===== src/inc/mfs_pkg.sv =====
package mfs_pkg;

    // ------------------------------------------------------------
    // types
    // ------------------------------------------------------------
    typedef logic [39:0] mfs_cnt_t;
    typedef logic [7:0]  mfs_code_t;

    typedef enum logic [1:0] {
        MFS_MUTE_UNLIMITED,
        MFS_MUTE_SHORT,
        MFS_MUTE_MID,
        MFS_MUTE_LONG
    } mfs_mute_sel_t;

    typedef enum logic [1:0] {
        MFS_START,
        MFS_WAIT,
        MFS_RUN,
        MFS_LOCK
    } mfs_state_t;

    // closed contact / actuated sensor reads as 1
    typedef struct packed {
        logic       override_closed;
        logic       lamp_open;
        logic       lamp_short;
        logic       fb_first;
        logic       fb_second;
        logic       permit;
        logic [1:0] pair_a;
        logic [1:0] pair_b;
        logic [1:0] stop_ch;
        logic       reset_closed;
    } mfs_in_t;

    // ------------------------------------------------------------
    // timing
    // ------------------------------------------------------------
    localparam longint unsigned MFS_CLK_HZ      = 250_000_000;
    localparam longint unsigned FB_LIMIT_MS     = 200;
    localparam longint unsigned SENSOR_GAP_MS   = 3000;
    localparam longint unsigned STOP_SKEW_MS    = 3000;
    localparam longint unsigned RESET_MIN_MS    = 250;
    localparam longint unsigned RESET_MAX_MS    = 2000;
    localparam longint unsigned MUTE_SHORT_MS   = 30000;
    localparam longint unsigned MUTE_MID_MS     = 60000;
    localparam longint unsigned MUTE_LONG_MS    = 1800000;
    localparam longint unsigned FLASH_HALF_MS   = 250;
    localparam int              FILT_LEN        = 4;
    localparam logic [3:0]      START_WAIT      = 4'h8;

    function automatic mfs_cnt_t mfs_ms_to_cyc(input longint unsigned ms);
        return mfs_cnt_t'((ms * MFS_CLK_HZ) / 1000);
    endfunction

    // ------------------------------------------------------------
    // diagnostic codes (decimal value shown on the display)
    // ------------------------------------------------------------
    localparam mfs_code_t CODE_NONE      = 8'h00;
    localparam mfs_code_t CODE_OVERRIDE  = 8'h23;
    localparam mfs_code_t CODE_LAMP      = 8'h24;
    localparam mfs_code_t CODE_FB_FIRST  = 8'h26;
    localparam mfs_code_t CODE_FB_SECOND = 8'h27;
    localparam mfs_code_t CODE_FB_PAIR   = 8'h28;
    localparam mfs_code_t CODE_MUTE_TIME = 8'h32;
    localparam mfs_code_t CODE_MUTE_SIM  = 8'h33;
    localparam mfs_code_t CODE_PERMIT    = 8'h34;
    localparam mfs_code_t CODE_STOP      = 8'h3d;

endpackage


===== src/rtl/mfs_filter.sv =====
`timescale 1ns/1ps
module mfs_filter
    import mfs_pkg::*;
#(
    parameter int WIDTH = 1
) (
    input  wire logic             clock,
    input  wire logic             rst,
    input  wire logic [WIDTH-1:0] raw,
    output logic      [WIDTH-1:0] clean
);

    // ------------------------------------------------------------
    // sync stage then agreement window
    // ------------------------------------------------------------
    logic [WIDTH-1:0] meta;
    logic [WIDTH-1:0] hist      [FILT_LEN];
    logic [WIDTH-1:0] next_clean;
    logic [WIDTH-1:0] all_one;
    logic [WIDTH-1:0] all_zero;

    // a level changes clean only after FILT_LEN equal samples
    always_comb begin
        all_one  = '1;
        all_zero = '1;
        for (int i = 0; i < FILT_LEN; i++) begin
            all_one  = all_one & hist[i];
            all_zero = all_zero & ~hist[i];
        end
        next_clean = (clean | all_one) & ~all_zero; // RULE_16
    end

    always_ff @(posedge clock) begin
        if (rst) begin
            meta  <= '0;
            clean <= '0;
            for (int i = 0; i < FILT_LEN; i++) begin
                hist[i] <= '0;
            end
        end else begin
            meta    <= raw;
            hist[0] <= meta;
            for (int i = 1; i < FILT_LEN; i++) begin
                hist[i] <= hist[i-1];
            end
            clean <= next_clean;
        end
    end

endmodule


===== src/rtl/mfs_supervisor.sv =====
`timescale 1ns/1ps
// Function
// RULE_01: override closed at power-up locks, code 35
// RULE_02: mute lamp open or short locks, code 36
// RULE_03: first feedback transition over 200 ms, code 38
// RULE_04: dropout check: first feedback open late, 38
// RULE_05: first feedback not closed at startup, code 38
// RULE_06: second feedback misuse or open at startup, 39
// RULE_07: two-channel skew or both open late, 40
// RULE_08: mute duration expiry ends muting, code 50
// RULE_09: sensor pair gap over 3 s, code 51
// RULE_10: mute attempt without permit refused, code 52
// RULE_11: protective stop channel disagreement, code 61
// RULE_12: lockout drops outputs, flashes red, shows code
// RULE_13: reset accepted after 1/4 to 2 s hold
// RULE_14: stop fault clears after open-to-closed cycle
// RULE_15: first detected code latched until cleared
// RULE_16: inputs synchronised and filtered before timers
module mfs_supervisor
    import mfs_pkg::*;
#(
    parameter mfs_cnt_t FB_LIMIT_CYC   = mfs_ms_to_cyc(FB_LIMIT_MS),
    parameter mfs_cnt_t SENSOR_GAP_CYC = mfs_ms_to_cyc(SENSOR_GAP_MS),
    parameter mfs_cnt_t STOP_SKEW_CYC  = mfs_ms_to_cyc(STOP_SKEW_MS),
    parameter mfs_cnt_t RESET_MIN_CYC  = mfs_ms_to_cyc(RESET_MIN_MS),
    parameter mfs_cnt_t RESET_MAX_CYC  = mfs_ms_to_cyc(RESET_MAX_MS),
    parameter mfs_cnt_t MUTE_SHORT_CYC = mfs_ms_to_cyc(MUTE_SHORT_MS),
    parameter mfs_cnt_t MUTE_MID_CYC   = mfs_ms_to_cyc(MUTE_MID_MS),
    parameter mfs_cnt_t MUTE_LONG_CYC  = mfs_ms_to_cyc(MUTE_LONG_MS),
    parameter mfs_cnt_t FLASH_HALF_CYC = mfs_ms_to_cyc(FLASH_HALF_MS)
) (
    input  wire logic          clock,
    input  wire logic          rst,
    input  wire logic          override_closed,
    input  wire logic          lamp_open,
    input  wire logic          lamp_short,
    input  wire logic          contactor_feedback_first,
    input  wire logic          contactor_feedback_second,
    input  wire logic          two_channel_mode,
    input  wire logic          dropout_check_en,
    input  wire logic          mute_permit,
    input  wire logic [1:0]    mute_sensor_pair_a,
    input  wire logic [1:0]    mute_sensor_pair_b,
    input  wire mfs_mute_sel_t mute_limit_sel,
    input  wire logic [1:0]    protective_stop_input,
    input  wire logic          reset_closed,
    output logic [1:0]         safety_output_pair,
    output logic               lockout,
    output logic               red_indicator,
    output logic               mute_active,
    output mfs_code_t          diag_code
);

    // ------------------------------------------------------------
    // input conditioning
    // ------------------------------------------------------------
    mfs_in_t raw_in;
    mfs_in_t f;

    assign raw_in = '{override_closed, lamp_open, lamp_short, contactor_feedback_first,
                      contactor_feedback_second, mute_permit, mute_sensor_pair_a,
                      mute_sensor_pair_b, protective_stop_input, reset_closed};

    mfs_filter #(.WIDTH($bits(mfs_in_t))) u_filter (
        .clock (clock),
        .rst   (rst),
        .raw   (raw_in),
        .clean (f)
    );

    // ------------------------------------------------------------
    // helpers
    // ------------------------------------------------------------
    function automatic mfs_cnt_t sat_inc(input mfs_cnt_t c, input logic run);
        if (!run) begin
            return '0;
        end
        return (c == '1) ? c : c + 40'h00_0000_0001;
    endfunction

    function automatic mfs_cnt_t mute_limit(input mfs_mute_sel_t sel);
        unique case (sel)
            MFS_MUTE_UNLIMITED: return '1;
            MFS_MUTE_SHORT:     return MUTE_SHORT_CYC;
            MFS_MUTE_MID:       return MUTE_MID_CYC;
            MFS_MUTE_LONG:      return MUTE_LONG_CYC;
        endcase
    endfunction

    // ------------------------------------------------------------
    // state
    // ------------------------------------------------------------
    mfs_state_t state,       next_state;
    logic [3:0] start_cnt,   next_start_cnt;
    mfs_cnt_t   fb1_cnt,     next_fb1_cnt;
    mfs_cnt_t   skew_cnt,    next_skew_cnt;
    mfs_cnt_t   both_cnt,    next_both_cnt;
    mfs_cnt_t   gap_cnt [2];
    mfs_cnt_t   next_gap_cnt [2];
    mfs_cnt_t   mute_cnt,    next_mute_cnt;
    mfs_cnt_t   stop_cnt,    next_stop_cnt;
    mfs_cnt_t   hold_cnt,    next_hold_cnt;
    mfs_cnt_t   flash_cnt,   next_flash_cnt;
    logic       reset_prev,  next_reset_prev;
    logic       reset_ok,    next_reset_ok;
    logic       stop_seen_open, next_stop_seen_open;
    logic [1:0] next_safety_output_pair;
    logic       next_lockout;
    logic       next_red_indicator;
    logic       next_mute_active;
    mfs_code_t  next_diag_code;
    mfs_code_t  first_code;
    logic       start_check;
    logic       outputs_on;
    logic       mute_try;
    logic       mute_hold;
    logic       stop_closed;
    logic [1:0] pair_both;

    always_comb begin
        next_state          = state;
        next_start_cnt      = start_cnt;
        next_reset_prev     = f.reset_closed;
        next_stop_seen_open = stop_seen_open;
        next_diag_code      = diag_code;
        next_mute_active    = mute_active;
        next_flash_cnt      = '0;
        next_red_indicator  = 1'b1;
        first_code          = CODE_NONE;

        outputs_on  = safety_output_pair[0];
        stop_closed = &f.stop_ch;
        start_check = (state == MFS_START) && (start_cnt == START_WAIT);
        pair_both   = {&f.pair_b, &f.pair_a};
        mute_try    = |pair_both && !mute_active && (state == MFS_RUN);
        mute_hold   = |pair_both;

        // contactor contacts read closed while outputs are off
        next_fb1_cnt  = sat_inc(fb1_cnt, f.fb_first == outputs_on);
        next_skew_cnt = sat_inc(skew_cnt, f.fb_first != f.fb_second);
        next_both_cnt = sat_inc(both_cnt, !outputs_on && !f.fb_first && !f.fb_second);
        next_gap_cnt[0] = sat_inc(gap_cnt[0], ^f.pair_a);
        next_gap_cnt[1] = sat_inc(gap_cnt[1], ^f.pair_b);
        next_mute_cnt = sat_inc(mute_cnt, mute_active);
        next_stop_cnt = sat_inc(stop_cnt, ^f.stop_ch);
        next_hold_cnt = sat_inc(hold_cnt, f.reset_closed);
        // release edge closes the hold window
        next_reset_ok = reset_prev && !f.reset_closed && (hold_cnt >= RESET_MIN_CYC)
                        && (hold_cnt <= RESET_MAX_CYC); // RULE_13

        // lowest code wins when faults arrive together
        if (start_check && f.override_closed) begin
            first_code = CODE_OVERRIDE; // RULE_01
        end else if (f.lamp_open || f.lamp_short) begin
            first_code = CODE_LAMP; // RULE_02
        end else if ((fb1_cnt >= FB_LIMIT_CYC) && (outputs_on || dropout_check_en)) begin
            first_code = CODE_FB_FIRST; // RULE_03 RULE_04
        end else if (start_check && !f.fb_first) begin
            first_code = CODE_FB_FIRST; // RULE_05
        end else if ((!two_channel_mode && f.fb_second)
                     || (start_check && two_channel_mode && !f.fb_second)) begin
            first_code = CODE_FB_SECOND; // RULE_06
        end else if (two_channel_mode
                     && ((skew_cnt >= FB_LIMIT_CYC) || (both_cnt >= FB_LIMIT_CYC))) begin
            first_code = CODE_FB_PAIR; // RULE_07
        end else if (mute_active && (mute_cnt >= mute_limit(mute_limit_sel))) begin
            first_code = CODE_MUTE_TIME; // RULE_08
        end else if ((gap_cnt[0] >= SENSOR_GAP_CYC) || (gap_cnt[1] >= SENSOR_GAP_CYC)) begin
            first_code = CODE_MUTE_SIM; // RULE_09
        end else if (mute_try && !f.permit) begin
            first_code = CODE_PERMIT; // RULE_10
        end else if (stop_cnt >= STOP_SKEW_CYC) begin
            first_code = CODE_STOP; // RULE_11
        end

        unique case (state)
            MFS_START: begin
                next_start_cnt = start_cnt + 4'h1;
                if (start_check) begin
                    next_state = MFS_WAIT;
                end
            end
            MFS_WAIT: begin
                if (reset_ok && stop_closed) begin
                    next_state = MFS_RUN;
                end
            end
            MFS_RUN: begin
                if (!stop_closed) begin
                    next_state = MFS_WAIT;
                end
            end
            MFS_LOCK: begin
                // red flashes while locked
                next_flash_cnt     = (flash_cnt >= FLASH_HALF_CYC) ? '0 : flash_cnt + 40'h1;
                next_red_indicator = (flash_cnt >= FLASH_HALF_CYC) ? !red_indicator
                                                                   : red_indicator; // RULE_12
                if (f.stop_ch == 2'b00) begin
                    next_stop_seen_open = 1'b1;
                end
                if (diag_code == CODE_STOP) begin
                    if (stop_seen_open && stop_closed) begin
                        next_state = MFS_WAIT; // RULE_14
                    end
                end else if (reset_ok && (first_code == CODE_NONE)) begin
                    next_state = MFS_WAIT; // RULE_13
                end
            end
        endcase

        if (mute_try && f.permit && (first_code == CODE_NONE)) begin
            next_mute_active = 1'b1;
        end else if (!mute_hold || (state != MFS_RUN)) begin
            next_mute_active = 1'b0;
        end

        if ((state != MFS_LOCK) && (first_code != CODE_NONE)) begin
            next_state          = MFS_LOCK;
            next_diag_code      = first_code; // RULE_15
            next_mute_active    = 1'b0; // RULE_08
            next_stop_seen_open = 1'b0;
            next_red_indicator  = 1'b1;
        end else if ((state == MFS_LOCK) && (next_state != MFS_LOCK)) begin
            next_diag_code = CODE_NONE;
        end

        next_lockout            = (next_state == MFS_LOCK); // RULE_12
        next_safety_output_pair = (next_state == MFS_RUN) ? 2'b11 : 2'b00; // RULE_12
        next_red_indicator      = (next_state == MFS_RUN) ? 1'b0 : next_red_indicator; // RULE_12
    end

    always_ff @(posedge clock) begin
        if (rst) begin
            state              <= MFS_START;
            start_cnt          <= '0;
            fb1_cnt            <= '0;
            skew_cnt           <= '0;
            both_cnt           <= '0;
            gap_cnt[0]         <= '0;
            gap_cnt[1]         <= '0;
            mute_cnt           <= '0;
            stop_cnt           <= '0;
            hold_cnt           <= '0;
            flash_cnt          <= '0;
            reset_prev         <= 1'b0;
            reset_ok           <= 1'b0;
            stop_seen_open     <= 1'b0;
            safety_output_pair <= 2'b00;
            lockout            <= 1'b0;
            red_indicator      <= 1'b1;
            mute_active        <= 1'b0;
            diag_code          <= CODE_NONE;
        end else begin
            state              <= next_state;
            start_cnt          <= next_start_cnt;
            fb1_cnt            <= next_fb1_cnt;
            skew_cnt           <= next_skew_cnt;
            both_cnt           <= next_both_cnt;
            gap_cnt[0]         <= next_gap_cnt[0];
            gap_cnt[1]         <= next_gap_cnt[1];
            mute_cnt           <= next_mute_cnt;
            stop_cnt           <= next_stop_cnt;
            hold_cnt           <= next_hold_cnt;
            flash_cnt          <= next_flash_cnt;
            reset_prev         <= next_reset_prev;
            reset_ok           <= next_reset_ok;
            stop_seen_open     <= next_stop_seen_open;
            safety_output_pair <= next_safety_output_pair;
            lockout            <= next_lockout;
            red_indicator      <= next_red_indicator;
            mute_active        <= next_mute_active;
            diag_code          <= next_diag_code;
        end
    end
endmodule


===== config.mk =====
export PLATFORM = sky130hd
export DESIGN_NAME = mfs_supervisor
export DESIGN_NICKNAME = d
export VERILOG_FILES = /design/src/inc/mfs_pkg.sv /design/src/rtl/mfs_filter.sv /design/src/rtl/mfs_supervisor.sv
export SDC_FILE = /design/constraint.sdc
export NUM_CORES = 1
export LEC_CHECK = 0
export BUFFER_PORTS_ARGS = -buffer_cell sky130_fd_sc_hd__buf_2
export CORE_ASPECT_RATIO = 1.1
export CORE_MARGIN = 3
export CORE_UTILIZATION = 45
export DETAILED_ROUTE_END_ITERATION = 8
export PLACE_DENSITY_LB_ADDON = 0.25
export SYNTH_ARGS = -nofsm -noshare
export SYNTH_HDL_FRONTEND = slang
export SYNTH_HIERARCHICAL = 1
export SYNTH_SLANG_ARGS = --single-unit

===== constraint.sdc =====
create_clock -name clock -period 4.4 [get_ports clock]
set_input_delay 0.88 -clock clock [delete_from_list [all_inputs] [get_ports clock]]
set_output_delay 0.88 -clock clock [all_outputs]
set_load 0.01 [all_outputs]

# After elaboration in Yosys (flattened, before gate mapping)
# Memories as Yosys holds them, arrays and structs flattened.
# Index checks and enable logic that the tools add are counted.
[word_totals] register_bits=328 ramBits=132 output_inout_bits=13 memories=2
[op_classes] addsub=10 magnitude_cmp=10 eq_ne=24 n_mux=47 bitwise=26 reduce_logical=62
[mem_list] name="gap_cnt" depth=2 word_bits=40 read_ports=2 rd_ports_with_merged_regs=0 write_ports=2 line_no="mfs_supervisor.sv:98" source="mfs_cnt_t gap_cnt [2];"
[mem_list] name="u_filter.hist" depth=4 word_bits=13 read_ports=4 rd_ports_with_merged_regs=0 write_ports=4 line_no="mfs_filter.sv:17" source="logic [WIDTH-1:0] hist [FILT_LEN];"
[ops] op="2-to-1 mux 40 bit" n=12
[ops] op="adder 40 x 1 -> 40 bit, second input constant" n=9
[ops] op="equality test 40 bit, second input constant" n=8
[ops] op="greater-or-equal comparator 40 x 26 -> 1 bit, second input constant" n=5
[ops] op="case mux 40 bit (4 select lines)" n=1
[ops] op="greater-or-equal comparator 40 x 30 -> 1 bit, second input constant" n=3
[ops] op="bitwise AND 13 bit" n=7
[ops] op="NOT 13 bit" n=5
[ops] op="2-to-1 mux 6 bit" n=10
[ops] op="2-to-1 mux 13 bit" n=4
[ops] op="greater-or-equal comparator 40 bit" n=1
[ops] op="less-or-equal comparator 40 x 29 -> 1 bit, second input constant" n=1
[ops] op="logical AND 1 bit" n=24
[ops] op="2-to-1 mux 2 bit" n=8
[ops] op="2-to-1 mux 8 bit" n=2
[ops] op="OR reduction 2 bit" n=8
[ops] op="bitwise OR 13 bit" n=1
[ops] op="equality test 2 bit, second input constant" n=6
[ops] op="logical NOT 1 bit" n=9
[ops] op="2-to-1 mux 1 bit" n=9
[ops] op="equality test 8 x 6 -> 1 bit, second input constant" n=1
[ops] op="logical NOT 8 bit" n=1
[ops] op="case mux 2 bit (4 select lines)" n=1
[ops] op="AND reduction 2 bit" n=4
[ops] op="15 further kinds" n=39

# Logic depth before layout (Yosys ltp)
[depth] ltp_word=28 depth_mapped=13

# Hierarchy
# The synthesis kept the hierarchy.
[modules_own_cells] mod="mfs_supervisor" n_inst=1 cells_each=2213 area_per_inst_um2=18481.5 seq_area_each_um2=7587.3
[modules_own_cells] mod="mfs_filter" n_inst=1 cells_each=190 area_per_inst_um2=2283.4 seq_area_each_um2=1561.5

# Worst setup path before layout
# OpenSTA, ideal clock, no wires.
[synth_path] path_kind="input to register" startpoint="in mute_limit_sel[0]" endpoint="reg diag_code[1]" setup_time_ns=0.117 arrival_time_ns=3.455 t_required_ns=4.283 setup_slack_ns=0.828 stages=13 path_cell_list="inv_1 ha_1 inv_1 ha_1 a211o_1 a31oi_1 o311a_1 o21a_1 a21oi_1 or4_1 buf_6 and2_0 a32o_1"
[synth_between] elab_chain_cells=25 word_cells_on_any_way=31 cone_classes="1 x order compare; 4 x eq/ne; 18 x mux; 8 x reduce/logical"
[synth_rtl] item="from (decl)" line_no="mfs_supervisor.sv:44" source="input wire mfs_mute_sel_t mute_limit_sel,"
[synth_rtl] item="equality test 2 bit, or another cell as far along" line_no="mfs_supervisor.sv:82" source="unique case (sel)"
[synth_rtl] item="case mux 40 bit (4 select lines) (*)" line_no="mfs_supervisor.sv:82"
[synth_rtl] item="2-to-1 mux 40 bit (*)" line_no="mfs_supervisor.sv:163" source="end else if (two_channel_mode"
[synth_rtl] item="2-to-1 mux 40 bit (*)" line_no="mfs_supervisor.sv:160" source="end else if ((!two_channel_mode && f.fb_second)"
[synth_rtl] item="2-to-1 mux 40 bit (*)" line_no="mfs_supervisor.sv:158" source="end else if (start_check && !f.fb_first) begin"
[synth_rtl] item="2-to-1 mux 40 bit (*)" line_no="mfs_supervisor.sv:156" source="end else if ((fb1_cnt >= FB_LIMIT_CYC) && (outputs_on || dropout_check_en)) begin"
[synth_rtl] item="2-to-1 mux 40 bit (*)" line_no="mfs_supervisor.sv:154" source="end else if (f.lamp_open || f.lamp_short) begin"
[synth_rtl] item="2-to-1 mux 40 bit (*)" line_no="mfs_supervisor.sv:152" source="if (start_check && f.override_closed) begin"
[synth_rtl] item="(+9 left out)"
[synth_rtl] item="logical NOT 8 bit" line_no="mfs_supervisor.sv:205" source="end else if (reset_ok && (first_code == CODE_NONE)) begin"
[synth_rtl] item="logical AND 1 bit" line_no="mfs_supervisor.sv:205"
[synth_rtl] item="2-to-1 mux 2 bit" line_no="mfs_supervisor.sv:205"
[synth_rtl] item="2-to-1 mux 2 bit" line_no="mfs_supervisor.sv:201" source="if (diag_code == CODE_STOP) begin"
[synth_rtl] item="case mux 2 bit (4 select lines)" line_no="mfs_supervisor.sv:176" source="unique case (state)"
[synth_rtl] item="!= test 2 bit" line_no="mfs_supervisor.sv:223" source="end else if ((state == MFS_LOCK) && (next_state != MFS_LOCK)) begin"
[synth_rtl] item="logical AND 1 bit" line_no="mfs_supervisor.sv:223"
[synth_rtl] item="nonzero test 2 bit (no source line)"
[synth_rtl] item="to (signal assigned)" line_no="mfs_supervisor.sv:272" source="diag_code <= next_diag_code;"
[synth_rtl] item="to (decl)" line_no="mfs_supervisor.sv:51" source="output mfs_code_t diag_code"
# Every way passes the cells marked *; elsewhere a longest branch is shown, timed or not. The select of a mux whose other input is x is not followed.
# A chain may end at the register's enable or synchronous reset.

# Worst setup path in the final report
[layout_path] startpoint="in mute_limit_sel[1]" endpoint="reg diag_code[1]"
# Same word-level chain as after synthesis.

==> results.py <==
metrics = {
    "status": {
        "status": "completed",
    },
    "detailed_routing": {
        "routed_via_density": 5.33,
        "wirelength_microns": 41600,
        "drt-wirelength-per-cell_microns": 13.6,
        "num_vias": 16263,
        "antenna_left": 0,
        "drtIter0Drc": 632,
        "dr.pass1.iters": 5,
        "drcViolationCount": 0,
    },
    "global_routing": {
        "use_met2_pct": 28.8,
        "grt_start_max_net_pins": 61,
        "grtUsageTotal_pct": 17.0,
        "gr-usage-met3_pct": 2.60,
        "grt_pass1_vias": 15673,
        "grt_busiest_layer": "met2",
        "antenna_found_initial": 0,
        "grt_first_pass_wirelength_microns": 72200,
        "grt.overflow.total": 0,
        "use_met1_pct": 22.6,
    },
    "die": {
        "die_h_microns": 231,
        "core_area_sq_um": 45000,
        "row_count": 81,
        "dieArea_sq_um": 48800,
        "die_w_microns": 211,
        "io_pins": 32,
        "start_util_pct": 46.1,
    },
    "power_and_ir_drop": {
        "p_sw_w": 0.00174,
        "clkPwrFrac_pct": 48.2,
        "netSwitchingFraction_pct": 20.9,
        "vdd.ir_drop.worst_v": 0.000287,
        "power.share.sequential_pct": 50.4,
        "power.leakage_nw": 7.85,
        "p_per_area_nw_per_um2": 361,
        "p_comb_share_pct": 1.4,
        "intPower_w": 0.00658,
    },
    "finish": {
        "synthToLayoutAreaGrowth_pct": 10.9,
        "fin_area_sq_um": 23000,
        "fin_cells": 3051,
        "drive_above_1_share_pct": 5.59,
        "num_antenna_cells": 0,
        "fin_nets": 2520,
    },
    "clock_network": {
        "cts_num_sinks": 457,
        "clk_path_buf_depth": 3,
        "cts_buffers": 49,
        "post_cts_buffers": 0,
        "clk_latency_ps": 570,
        "cts_hold_buf": 0,
        "cts_tree": "done",
        "path_clk_slew_ps": 60,
        "ctsHtreeMaxLevel": 2,
        "cts_root_buf": "clkbuf_16",
        "cts_resized": 0,
    },
    "yosys": {
        "syn-cell-area_sq_um": 20800,
        "synth_top_cell_by_area": "dfxtp_1",
        "synth_flop_cell": "dfxtp_1",
        "ys_warn_count": 6,
        "async_reset_ff_share_pct": 0,
        "ys_top_cells_by_area": "dfxtp_1, xor2_1, nor2_1",
        "avgSynthCellArea_sq_um": 8.64,
        "synth_top_area_share_pct": 44.1,
        "synthCells": 2403,
        "synth-edff-count": 0,
        "synth_cell_types": 71,
        "seq_area_frac_synth_pct": 44.1,
        "ys_ff_latch": 457,
    },
    "sta": {
        "hold_violations": 0,
        "worstMarginPinSlew_ps": 852,
        "timing.fmax_mhz": 281,
        "post-route-min-period_ps": 3560,
        "skew_ps": 12.7,
        "fin_ws_ps": 841,
        "timing.final.crit_share_pct": 80.9,
        "setup_viol_count_final": 0,
        "rsz0062_at_grt": "false",
        "relSlewSlack_pct": 42.7,
        "setup_tns_ps": 0,
        "slew_viol_final": 0,
    },
    "worst_setup_path": {
        "startpoint_type": "input pin",
        "arrival_ps": 4020,
        "end_kind": "flop",
        "worstSetupPathType": "in -> reg",
        "required_ps": 4860,
        "crit_fanout": 9,
    },
    "place": {
        "dp_cells": 2966,
        "port_buffers": 29,
        "place_ws_ps": 254,
        "dp_hpwl_microns": 28700,
        "gp_congestion": 0.826,
        "placed_area_sq_um": 21400,
    },
    "min_path": {
        "hp-class": "reg -> reg",
    },
    "run": {
        "cap_violations": 0,
    },
}
==> per-layer routing <==
metal,wire [microns],vias to the layer above
li1,-,8365
met5,0,-
met3,1410,66
met2,19100,206
met1,20200,7626
met4,858,0
==> logic make-up after synthesis <==
logic type,synth area share [%]
simple gates,29.8
flops,44.1
xor+xnor,12.8
compound gates,6.87
buf+inv,2.45
fa+ha+maj,3.92
mux,0.0964
other cells,0.0181
==> final cells by class <==
type                    instances  area, sq um
clock inverters                15          113
multi-input cells            1837        11200
fillers                      4271        22000
inverters                      54          203
flip-flops and latches        457         9150
clock buffers                  70         1470
repair buffers                 37          208
well taps                     581          727
==> power by group through the flow <==
stage	clock network, W	registers, W	logic (W)
floorplan	0	0.00428	0.0000902
global placement	0	0.00428	0.000111
detailed placement	0	0.00428	0.000118
CTS	0.00414	0.00419	0.000118
global route	0.00430	0.00419	0.000137
finish	0.00401	0.00419	0.000117
==> synthesized netlist by cell type, types with 3 or more instances <==
library cell  count
dfxtp_1         457
nor2_1          406
xor2_1          196
nand2_1         165
nand3_1         141
xnor2_1         107
nand4_1         106
nor2b_1          82
and3_1           80
a21oi_1          79
ha_1             65
clkbuf_1         58
inv_1            54
nor3_1           54
o21ai_0          50
nor4_1           46
and4_1           35
or3_1            33
and2_1           23
nand2b_1         20
a211oi_1         15
o41ai_1          13
a21o_1            7
a211o_1           6
o211ai_1          6
or2_2             6
a31oi_1           5
buf_2             5
or4_1             5
buf_4             4
o21a_1            4
o21ai_1           4
buf_6             3
nand4b_1          3
nor3_2            3
nor4_2            3
nor4b_1           3
o2111ai_1         3
o311ai_0          3
==> path summary, 6_finish.rpt <==
| kind | endpoint | startpoint | cells past startpoint | slack [ps] |
|---|---|---|---|---|
| setup / recovery | diag_code[1] | mute_limit_sel[1] | 13 | 840 |
| hold / removal | u_filter/hist[0][6] | u_filter/meta[6] | 1 | 440 |
| setup reg to reg | diag_code[1] | gap_cnt[0][50] | 8 | 1260 |
| hold reg to reg | u_filter/hist[0][6] | u_filter/meta[6] | 1 | 440 |
==> critical path, stage by stage <==
cell	delay [ps]
buf_2	190
inv_1	110
ha_1	230
inv_1	240
ha_1	300
a211o_1	290
a31oi_1	140
o311a_1	170
o21a_1	120
a21oi_1	150
or4_1	730
and2_0	240
a32o_1	220
==> placed cells by master (no fill, tap or decap), drive strengths merged, types with 55 or more instances in the layout <==
cell	Yosys	final
a21oi	79	79
nor2b	82	82
nor3	57	57
nand4	106	106
nand3	141	141
nor2	406	406
clkbuf	58	70
nand2	165	165
dfxtp	457	457
xnor2	107	107
inv	54	55
o21ai	56	56
ha	65	65
and3	80	80
xor2	196	196
==> through the flow <==
step / hold WS (ps) / power, W / utilization (%)
floorplan: 414 / 0.00437 / -
global placement: 418 / 0.00439 / 47.7
detailed placement: 427 / 0.00440 / 47.7
CTS: 441 / 0.00845 / 51.2
global route: 458 / 0.00863 / 51.2
finish: 439 / 0.00832 / 51.2
==> sequential cells by signal (all words and copies together) (netlist names), 2 cells and up <==
register and count:
flash_cnt 40, gap_cnt 80, both_cnt 40, diag_code 6, skew_cnt 40, state 2, fb1_cnt 40, stop_cnt 40
hold_cnt 40, start_cnt 4, u_filter/meta 13, mute_cnt 40, u_filter/hist 52, u_filter/clean 13
(Power assumes the default switching activity.)
